### config.mk
export PLATFORM = sky130hd
export DESIGN_NAME = emps_sideband
export DESIGN_NICKNAME = d
export VERILOG_FILES = /design/src/core/emps_sideband.v /design/src/core/emps_vec_pick.v
export VERILOG_INCLUDE_DIRS = /design/src /design/src/pkg
export SDC_FILE = /design/constraint.sdc
export NUM_CORES = 1
export LEC_CHECK = 0
export ABC_AREA = 1
export BUFFER_PORTS_ARGS = -buffer_cell sky130_fd_sc_hd__clkbuf_2
export CAP_MARGIN = 25
export CELL_PAD_IN_SITES_DETAIL_PLACEMENT = 2
export CELL_PAD_IN_SITES_GLOBAL_PLACEMENT = 2
export CORE_MARGIN = 2
export CORE_UTILIZATION = 29
export CTS_CLUSTER_DIAMETER = 200
export DETAILED_ROUTE_END_ITERATION = 12
export PLACE_DENSITY_LB_ADDON = 0.12
export SLEW_MARGIN = 20
export SYNTH_ARGS = -nofsm -noshare
export SYNTH_HDL_FRONTEND = slang
export SYNTH_HIERARCHICAL = 1
export SYNTH_SLANG_ARGS = --single-unit
### constraint.sdc
create_clock -name clk -period 9.3 [get_ports clk]
set_input_delay 1.86 -clock clk [delete_from_list [all_inputs] [get_ports clk]]
set_output_delay 1.86 -clock clk [all_outputs]
set_load 0.02 [all_outputs]
### src/pkg/emps_regs.vh
// Constants for the endpoint MSI / power management sideband block
`ifndef EMPS_REGS_VH
`define EMPS_REGS_VH
// ----------------------------------------
// Field widths and reset values
// ----------------------------------------
`define EMPS_MSI_W 8
`define EMPS_DC2_W 5
`define EMPS_MME_W 3
`define EMPS_PS_W 2
`define EMPS_ADDR_W 64
`define EMPS_DATA_W 16
`define EMPS_VEC_W 3
`define EMPS_PS_D0 2'h0
`define EMPS_PS_D1 2'h1
`define EMPS_PS_D2 2'h2
`define EMPS_PS_D3 2'h3
`define EMPS_MSI_RST 8'h00
`define EMPS_LEG_RST 1'h1
`endif

### src/core/emps_sideband.v
// Endpoint MSI, function reset and power management sideband logic
`timescale 1ns/100ps
`default_nettype none
`include "emps_regs.vh"
module emps_sideband
#(
    parameter N = `EMPS_MSI_W
)
(
    input wire clk,
    input wire rst,
    input wire [N-1:0] msi_req,
    input wire legacy_req_n,
    input wire intr_disable,
    input wire cfg_msi_enable,
    input wire [`EMPS_MME_W-1:0] cfg_mme,
    input wire [`EMPS_ADDR_W-1:0] cfg_msi_addr,
    input wire [`EMPS_DATA_W-1:0] cfg_msi_data,
    input wire [`EMPS_DC2_W-1:0] cfg_dev_cntl_2,
    input wire cfg_pme_en,
    input wire [`EMPS_PS_W-1:0] cfg_power_state,
    input wire cfg_flr_start,
    input wire flr_rdy_in,
    input wire pme_event,
    input wire tx_ready,
    output wire msi_tx_valid,
    output reg [`EMPS_ADDR_W-1:0] msi_tx_addr,
    output reg [`EMPS_DATA_W-1:0] msi_tx_data,
    output reg leg_assert,
    output reg leg_deassert,
    output reg legacy_status,
    output reg initiate_flr,
    output reg flr_go,
    output reg [`EMPS_DC2_W-1:0] dev_cntl_2_out,
    output reg [`EMPS_MME_W-1:0] vector_count_allowed,
    output reg msi_enable,
    output reg pme_status_bit,
    output reg pme_en,
    output reg [`EMPS_PS_W-1:0] power_state_out
);
    localparam S_IDLE = 2'b01;
    localparam S_SEND = 2'b10;

    reg [N-1:0] msi_prev;
    reg [N-1:0] pend;
    reg [N-1:0] sent;
    reg leg_prev;
    reg [1:0] state;
    reg [1:0] next_state;
    wire any;
    wire [2:0] idx;
    wire [N-1:0] pick;
    wire [N-1:0] rise;
    wire taken;

    // ----------------------------------------
    // Configuration mirrors
    // ----------------------------------------
    always @(posedge clk or posedge rst)
    begin
        if (rst)
        begin
            dev_cntl_2_out <= 5'h00;
            vector_count_allowed <= 3'h0;
            msi_enable <= 1'b0;
            pme_en <= 1'b0;
            power_state_out <= `EMPS_PS_D0;
            pme_status_bit <= 1'b0;
        end
        else
        begin
            dev_cntl_2_out <= cfg_dev_cntl_2;
            vector_count_allowed <= cfg_mme;
            msi_enable <= cfg_msi_enable;
            pme_en <= cfg_pme_en;
            power_state_out <= cfg_power_state;
            pme_status_bit <= pme_event;
        end
    end

    // ----------------------------------------
    // MSI edge capture
    // ----------------------------------------
    assign rise = msi_req & ~msi_prev;
    assign taken = (state == S_SEND) && tx_ready;

    emps_vec_pick #(.N(N)) u_pick
    (
        .pend(pend),
        .allow_log2(vector_count_allowed),
        .any(any),
        .idx(idx),
        .onehot(pick)
    );

    always @(posedge clk or posedge rst)
    begin
        if (rst)
        begin
            msi_prev <= `EMPS_MSI_RST;
            pend <= `EMPS_MSI_RST;
            sent <= `EMPS_MSI_RST;
        end
        else
        begin
            msi_prev <= msi_req;
            // Remember the vector in flight; a lower one may rise meanwhile
            if (state == S_IDLE && any && msi_enable)
                sent <= pick;
            // New edge wins over the clear of the same vector
            if (!msi_enable)
                pend <= {N{1'b0}};
            else if (taken)
                pend <= (pend & ~sent) | rise;
            else
                pend <= pend | rise;
        end
    end

    // ----------------------------------------
    // MSI write issue
    // ----------------------------------------
    always @*
    begin
        next_state = state;
        case (state)
            S_IDLE:
                if (any && msi_enable)
                    next_state = S_SEND;
            S_SEND:
                if (tx_ready)
                    next_state = S_IDLE;
            default:
                next_state = S_IDLE;
        endcase
    end

    assign msi_tx_valid = (state == S_SEND);

    always @(posedge clk or posedge rst)
    begin
        if (rst)
        begin
            state <= S_IDLE;
            msi_tx_addr <= 64'h0000000000000000;
            msi_tx_data <= 16'h0000;
        end
        else
        begin
            state <= next_state;
            if (state == S_IDLE && any && msi_enable)
            begin
                msi_tx_addr <= cfg_msi_addr;
                // Low data bits carry the vector number
                msi_tx_data <= cfg_msi_data | {13'h0000, idx};
            end
        end
    end

    // ----------------------------------------
    // Legacy interrupt messages
    // ----------------------------------------
    always @(posedge clk or posedge rst)
    begin
        if (rst)
        begin
            leg_prev <= `EMPS_LEG_RST;
            leg_assert <= 1'b0;
            leg_deassert <= 1'b0;
            legacy_status <= 1'b0;
        end
        else
        begin
            leg_prev <= legacy_req_n;
            leg_assert <= 1'b0;
            leg_deassert <= 1'b0;
            if (!msi_enable)
            begin
                if (leg_prev && !legacy_req_n)
                begin
                    legacy_status <= 1'b1;
                    leg_assert <= ~intr_disable;
                end
                else if (!leg_prev && legacy_req_n)
                begin
                    legacy_status <= 1'b0;
                    leg_deassert <= ~intr_disable;
                end
            end
        end
    end

    // ----------------------------------------
    // Function level reset handshake
    // ----------------------------------------
    always @(posedge clk or posedge rst)
    begin
        if (rst)
        begin
            initiate_flr <= 1'b0;
            flr_go <= 1'b0;
        end
        else
        begin
            flr_go <= 1'b0;
            if (cfg_flr_start)
                initiate_flr <= 1'b1;
            else if (initiate_flr && flr_rdy_in)
            begin
                initiate_flr <= 1'b0;
                flr_go <= 1'b1;
            end
        end
    end
endmodule // emps_sideband
`default_nettype wire

### src/core/emps_vec_pick.v
// Priority picker for pending MSI vectors
`timescale 1ns/100ps
`default_nettype none
`include "emps_regs.vh"
module emps_vec_pick
#(
    parameter N = 8
)
(
    input wire [N-1:0] pend,
    input wire [2:0] allow_log2,
    output reg any,
    output reg [2:0] idx,
    output reg [N-1:0] onehot
);
    integer i;
    // ----------------------------------------
    // Lowest pending vector wins
    // ----------------------------------------
    always @*
    begin
        any = 1'b0;
        idx = 3'h0;
        onehot = {N{1'b0}};
        for (i = N - 1; i >= 0; i = i - 1)
        begin
            if (pend[i])
            begin
                any = 1'b1;
                idx = i[2:0];
                onehot = {{(N-1){1'b0}}, 1'b1} << i;
            end
        end
        // Vectors past the allowed count wrap by masking the low bits
        if (allow_log2 < 3'h3)
        begin
            idx = idx & ((3'h1 << allow_log2) - 3'h1);
        end
    end
endmodule // emps_vec_pick
`default_nettype wire

==> summary.md, run 1 <==
| Metric | Value |
|---|---|
| Status | `finished clean` |
| Critical path class | `register to output port` |
| DIE WIDTH | `about 130 um` |
| Setup TNS | `0 ns` |
| DR DRC count | `0` |
| Final Hold Fails | `0` |
| Max Slew Vio Count | `0` |
| Final Cycle Share | `34.7%` |
| Register-to-register path setup slack | `approximately 6.9 ns` |
| Post-synth cell types | `21` |
| Post_cts resized | `0` |
| Vias per std cell | `4.38` |
| Number of diodes | `0` |
| Worst hold slack | `~0.48 ns` |
| Hpwl dp | `roughly 11 mm` |
| WP data arrival | `approximately 1.4 ns` |
| Worst IR Drop VDD | `0.134 mV` |
| Reg2reg end | `msi_tx_addr[51]` |
| DIE HEIGHT | `around 130 um` |
| CTS tree | `built` |
| Clock tree buffer depth | `2` |
| PD cells | `328 nW/um2` |
| Remaining Overflow, GRT | `0` |
| Cell Int Power | `approximately 1.4 mW` |
| Global-route wire length before repair | `roughly 25 mm` |
| DR iter-0 viols | `about 200` |
| GRT Resource Usage Total | `18.2%` |
| Setup violators final | `0` |
| Wire per inst | `about 16 um` |
| Top Usage Layer GRT | `met2` |
| Setup Buffers After CTS | `0` |
| Port-buffer cells | `about 210` |
| Die area | `between 15000 and 20000 um2` |
| Clk pwr share | `around 30%` |
| Nets | `about 850` |
| Placeable Area | `~16000 um2` |
| Met1 usage | `between 20 and 25%` |
| Mapped Area | `around 4800 um2` |
| Critical Path RT | `7.44 ns` |
| Sw Share | `between 30% and 40%` |
| Startpoint Class | `register` |
| Clock-pin slew on the worst setup and hold paths | `~0.050 ns` |
| Largest net degree at the start of global routing | `92` |
| IO Pins | `approximately 210` |
| Vias | `approximately 4200` |
| Synthesized area per cell | `around 9 um2` |
| Critical path peak fanout | `9` |
| Final ANT Viol Nets | `0` |
| Final wirelength | `15.1 mm` |
| CTS Buf Count | `17` |
| Area growth syn-to-layout | `36.6%` |
| Num rows | `47` |
| Share of layout cells above drive strength 1 | `between 30% and 40%` |
| Root Buffer | `clkbuf_16` |
| CTS HTree Levels | `4` |
| Cell count after synthesis | `530` |
| Skew final | `0.00597 ns` |
| Register area share after synthesis | `about two thirds` |
| Clock sink total | `125` |
| Psw | `807 uW` |
| Initial core utilization | `~29%` |
| Slew Limit Headroom | `between 30% and 40%` |
| Worst-skew pair later-pin latency | `about 0.41 ns` |
| Hold Crit Class | `register to register` |
| FF-to-FF path depth | `7` |
| Max cap viols | `0` |
| Maximum clock rate | `310 MHz` |
| Launch point of the worst reg-to-reg path | `pend[4]` |
| TritonRoute pass-1 iters | `4` |
| Antenna violations before repair | `0` |
| Gate power share | `31.9%` |
| Slew @ Worst Pin | `between 1 and 1.5 ns` |
| Routing usage on met3 | `between 6 and 7%` |
| Met2 Use GR | `about 30%` |
| Unrepaired setup endpoints after global routing | `no` |
| Hold buffer count at CTS | `0` |
| CP Capture Point | `msi_tx_valid` |
| Critical Path Source | `state[1]` |
| Sequential share of power | `38.4%` |
| Vias in the first global route | `4902` |
| Leakage | `roughly 3.8 nW` |
| CP endpoint kind | `output port` |
| Syn_nets | `between 600 and 700` |
| Final GP Congestion | `0.730` |
| Register bit total from synthesis | `between 100 and 150` |
| Syn. warnings | `6` |
| Min Clock Period, post-route | `3.23 ns` |
[how the worst min path moves through the flow]
stage	to	startpoint	slack (ns)	depth (start not counted)
global route	msi_tx_addr[36]	msi_tx_addr[36]	0.50	2
detailed placement	msi_tx_addr[33]	msi_tx_addr[33]	0.47	2
global placement	msi_tx_data[11]	msi_tx_data[11]	0.46	2
finish	msi_tx_data[15]	msi_tx_data[15]	0.48	2
CTS	msi_tx_addr[33]	msi_tx_addr[33]	0.48	2
floorplan	sent[7]	sent[7]	0.45	2
[synthesized netlist by cell type, drive strengths merged]
library cell	count	area [um2]
or2	1	6.26
nor3	5	25.0
dfstp	2	52.6
nand2	294	1100
o21ai	3	15.0
a21oi	12	60.1
nand4	9	62.6
ha	3	37.5
clkbuf	1	3.75
a21o	1	7.51
nor2	20	82.6
buf	21	150
inv	31	116
dfrtp	123	3080
nand3	4	25.0
[flip-flops by register name, summed over array words and instances, names as in the netlist, 2 cells and up]
signal and cells:
msi_tx_addr 64, vector_count_allowed 3, pend 8, state 2, dev_cntl_2_out 5, power_state_out 2, msi_tx_data 16, sent 8
msi_prev 8
[layout make-up]
cell class              instances  area, um2
multi-input cells             352       1430
fillers                      1897       9810
clock inverters                 7       85.1
repair buffers                209       1050
well taps                     220        275
flip-flops and latches        125       3130
clock buffers                  25        495
inverters                      31        119
[per-stage QoR]
stage          setup slack, ns  instance area [um2]  util [%]  instances  power, mW
6_report                  6.07                 6590      40.2        969       2.16
5_1_grt                   5.99                 6590      40.2        969       2.31
4_1_cts                   6.04                 6590      40.2        969       2.21
3_5_place_dp              5.77                 6010      36.6        937       1.54
3_3_place_gp              5.82                 6010      36.6        937       1.51
2_1_floorplan             4.12                 4830         -        530       1.26
[power groups by stage]
stage,sequential [mW],clock [mW],combinational (mW)
floorplan,1.03,0,0.226
global placement,0.831,0,0.683
detailed placement,0.839,0,0.706
CTS,0.835,0.667,0.709
global route,0.858,0.688,0.764
finish,0.831,0.643,0.690
[metal layers]
| metal | vias up | wire [um] |
|---|---|---|
| met3 | 26 | 1150 |
| met4 | 0 | 364 |
| met1 | 2050 | 6360 |
| met5 | - | 0 |
| li1 | 2023 | - |
| met2 | 147 | 7230 |
[logic make-up after synthesis]
| kind of cell | count (synthesis) | share of synthesized area [%] |
|---|---|---|
| and+or+nand+nor | 333 | 27.0 |
| DFF | 125 | 64.9 |
| adders and majority gates | 3 | 0.778 |
| AOI/OAI and AO/OA | 16 | 1.71 |
| buffers and inverters | 53 | 5.60 |
[critical path, cell delays in order (launching register included)]
cell	delay, ns
dfrtp_1	0.53
inv_2	0.11
nor2_1	0.12
clkbuf_2	0.20
[layout by cell type (no fill, tap or decap), drive strengths merged]
master    n
dfstp     2
o21ai     3
nand2   294
bufinv    2
inv      31
clkinv    5
or2       1
dfrtp   123
a21oi    12
buf       3
nor2     20
nand3     4
clkbuf  231
ha        3
a21o      1
nor3      5
nand4     9
(Power assumes the default switching activity.)
==> inputs of run 2 (changes only) <==
--- a/config.mk
+++ b/config.mk
@@ -6,13 +6,13 @@
 export SDC_FILE = /design/constraint.sdc
 export NUM_CORES = 1
 export LEC_CHECK = 0
-export ABC_AREA = 1
+export ABC_AREA = 0
 export BUFFER_PORTS_ARGS = -buffer_cell sky130_fd_sc_hd__clkbuf_2
 export CAP_MARGIN = 25
 export CELL_PAD_IN_SITES_DETAIL_PLACEMENT = 2
 export CELL_PAD_IN_SITES_GLOBAL_PLACEMENT = 2
 export CORE_MARGIN = 2
-export CORE_UTILIZATION = 29
+export CORE_UTILIZATION = 32
 export CTS_CLUSTER_DIAMETER = 200
 export DETAILED_ROUTE_END_ITERATION = 12
 export PLACE_DENSITY_LB_ADDON = 0.12
==> constraint.sdc (replaced) <==
create_clock -name clk -period 3.35 [get_ports clk]
set_input_delay 0.67 -clock clk [delete_from_list [all_inputs] [get_ports clk]]
set_output_delay 0.67 -clock clk [all_outputs]
set_load 0.02 [all_outputs]
==> run 2 against run 1 <==
  * Clock-buffer cell count unchanged
  * Sequential power rose to 2.9 times the previous value
  * Largest power group unchanged
  * Register-to-register slack lost 6.0 ns
  * Synthesized area increased by 3.8%
==> summary.md, run 2 <==
| Metric | Value |
|---|---|
| Commonest non-fill, non-tap cell in the layout | `clkbuf_2` |
| Hold buffer count at CTS | `0 (unchanged)` |
| Placeable Area | `15300 um2 (-7.0%)` |
| Top cell type's share of synthesized area | `61.5% (-2.3 points)` |
| DIE HEIGHT | `129 um (-2.9%)` |
| Final Power | `6.50 mW (+200%)` |
| Final wirelength | `13.4 mm (-11%)` |
| Status | `finished clean` |
| Register area share after synthesis | `62.5% (-2.4 points)` |
| Area of the multi-input gates | `1720 um2 (+20%)` |
| Min Clock Period, post-route | `approximately 2.4 ns` |
| Initial core utilization | `32.8% (+3.4 points)` |
| CTS tree | `built` |
| CTS Buf Count | `17 (unchanged)` |
| Largest stage delay, worst path | `0.59 ns (+0.06 ns)` |
| Most common cell in the netlist | `dfrtp_1` |
| Final instance area | `6880 um2 (+4.3%)` |
| Critical path's slowest cell | `or4_4` |
| Placed cell area | `6270 um2 (+4.3%)` |
| Maximum clock rate | `between 400 and 500 MHz` |
| Clock tree buffer depth | `2 (unchanged)` |
| Critical path cell sequence | `or4_4, nor3_2, nand2_1, nand4b_1, buf_4, mux2_2` |
| DR iter-0 viols | `112 (-43%)` |
| Nets | `636 (-25%)` |
| Vias per std cell | `4.49 (+2.4%)` |
| Root Buffer | `clkbuf_16` |
| Fillers | `1540 (-19%)` |
| Critical Path RT | `3.64 ns (-3.80 ns)` |
| Final Cycle Share | `a little under three quarters` |
| Clock sink total | `125 (unchanged)` |
| CTS HTree Levels | `4 (unchanged)` |
| Worst IR Drop VDD | `0.416 mV (+210%)` |
| DR DRC count | `0 (unchanged)` |
| Setup TNS | `0 ns (unchanged)` |
| Final core utilization | `45.1% (+4.9 points)` |
| Most frequent cells in the layout | `clkbuf_2 (206), dfrtp_1 (123), mux2_4 (73)` |
| Max cap viols | `0 (unchanged)` |
| Final GP Congestion | `0.744 (+1.9%)` |
| PD cells | `945 nW/um2 (+190%)` |
| Mapped Area | `5010 um2 (+3.8%)` |
| Number of flops mapped to enable cells by yosys | `0 (unchanged)` |
| DIE WIDTH | `129 um (-2.9%)` |
| Top flop regs | `msi_tx_addr: 64 flops, msi_tx_data: 16 flops` |
| Hold Crit Class | `primary input to async pin` |
| Share of layout cells above drive strength 1 | `61.8% (+29 points)` |
| Largest net degree at the start of global routing | `57 (-38%)` |
| TritonRoute pass-1 iters | `4 (unchanged)` |
| IO Pins | `207 (unchanged)` |
| Slew @ Worst Pin | `0.568 ns (-0.437 ns)` |
| Skew final | `0.00798 ns (+0.00202 ns)` |
| Vias in the first global route | `3861 (-21%)` |
| Global-route wire length before repair | `21.4 mm (-14%)` |
| Syn. warnings | `6 (unchanged)` |
| Clock-pin slew on the worst setup and hold paths | `0.05 ns (about the same)` |
| Hpwl dp | `9.65 mm (-11%)` |
| Critical path class | `register to register` |
| Startpoint Class | `register` |
| Setup Buffers After CTS | `0 (unchanged)` |
| Vias | `3355 (-21%)` |
| Number of flip-flops in the largest register | `64 (unchanged)` |
| Post-synth top area cell | `dfrtp_1` |
| Async SR Flop Fraction | `100% (unchanged)` |
| Antenna violations before repair | `0 (unchanged)` |
| Post_cts resized | `0 (unchanged)` |
| Die area | `16700 um2 (-5.8%)` |
| Cell count after synthesis | `306 (-42%)` |
| Slew Limit Headroom | `62.1% (+29 points)` |
| Synthesized area per cell | `16.4 um2 (+80%)` |
| Largest Register | `msi_tx_addr` |
| Worst-skew pair later-pin latency | `0.41 ns (about the same)` |
| Reg area | `3130 um2 (unchanged)` |
| Unrepaired setup endpoints after global routing | `no` |
| Final Hold Fails | `0 (unchanged)` |
| Most frequent cells after synthesis | `dfrtp_1 (123), mux2_4 (73), mux2_2 (13)` |
| Register bit total from synthesis | `125 (unchanged)` |
| Leakage | `3.62 nW (-4.5%)` |
| Port-buffer cells | `206 (unchanged)` |
| Post-synth top flop | `dfrtp_1` |
| Post-synth cell types | `33 (+57%)` |
| Syn_nets | `417 (-35%)` |
| Area growth syn-to-layout | `37.3%` |
| GRT Resource Usage Total | `17.3% (-0.90 points)` |
| Remaining Overflow, GRT | `0 (unchanged)` |
| Area contributors post-synth | `dfrtp_1 (61%), mux2_4 (22%), mux2_2 (2.9%)` |
| Final ANT Viol Nets | `0 (unchanged)` |
| CP endpoint kind | `register` |
| Max Slew Vio Count | `0 (unchanged)` |
| Setup violators final | `0 (unchanged)` |
| Wire per inst | `17.9 um (+15%)` |
| Critical path peak fanout | `22 (+13)` |
| WP data arrival | `2.67 ns (+1.30 ns)` |
| Num rows | `45 (-4.3%)` |
| Number of diodes | `0 (unchanged)` |
## run 2: changes by cell type in the layout (fill, tap and decap cells not counted), sizes merged, moves of 9 or more
cell / before / now
nand2: 294 / 7
nand4: 9 / 0
mux2: 0 / 86
o21a: 0 / 9
nor2b: 0 / 9
nor2: 20 / 10
inv: 31 / 9
a21oi: 12 / 0
## run 2: cells by family (layout without fill, tap and decap cells)
| group | Yosys count | in the layout | share of synthesized area [%] |
|---|---|---|---|
| AOI/OAI and AO/OA | 27 | 27 | 4.02 |
| adders and majority gates | 3 | 3 | 0.750 |
| and+or+nand+nor | 42 | 42 | 4.80 |
| muxes | 86 | 86 | 24.8 |
| DFF | 125 | 125 | 62.5 |
| buffers and inverters | 23 | 254 | 3.10 |
## run 2: layout make-up
type	count	area share, %
Multi-Input combinational cell	158	25.0
Tap cell	211	3.84
Timing Repair Buffer	213	16.2
Sequential cell	125	45.5
Clock buffer	25	7.21
Inverter	10	0.600
Clock inverter	6	1.56
## run 2: power by group
group	internal, mW	switching, mW	leakage (nW)	total [mW]
logic	1.06	1.19	1.84	2.25
clock network	1.24	0.635	0.293	1.88
registers	2.04	0.333	1.49	2.37
## run 2: routing by layer
metal | track usage [%] | share of wire [%] | up-vias
met4 | 4.67 | 1.0 | 0
met5 | 0 | 0 | -
met3 | 7.27 | 6.8 | 12
li1 | - | - | 1497
met2 | 29.1 | 52 | 130
met1 | 20.4 | 40 | 1716
## run 2: stage by stage
stage                     std cells  setup slack [ns]  hold slack [ns]
after floorplan                 306              1.14            0.474
after detailed placement        717              1.01            0.482
after global routing            748             0.814            0.333
after CTS                       748             0.938            0.341
final                           748             0.964            0.352
after global placement          716              1.07            0.468
## run 2: worst max-delay path, delay by kind of cell (launching register included)
family                 cells  cell delay (ns)
buffers and inverters      1             0.36
and+or+nand+nor            4             1.05
DFF                        1             0.46
muxes                      1             0.38
## run 2: final timing paths
check / start / endpoint / slack [ns] / cells past startpoint
min in group clk: cfg_dev_cntl_2[3] / dev_cntl_2_out[3] / 0.36 / 1
hold / removal: rst / leg_assert / 0.35 / 3
setup reg to reg: pend[1] / msi_tx_data[9] / 0.96 / 6
setup / recovery: pend[1] / msi_tx_data[9] / 0.96 / 6
max in group asynchronous: rst / leg_prev / 2.36 / 4
hold reg to reg: msi_tx_data[0] / msi_tx_data[0] / 0.49 / 2
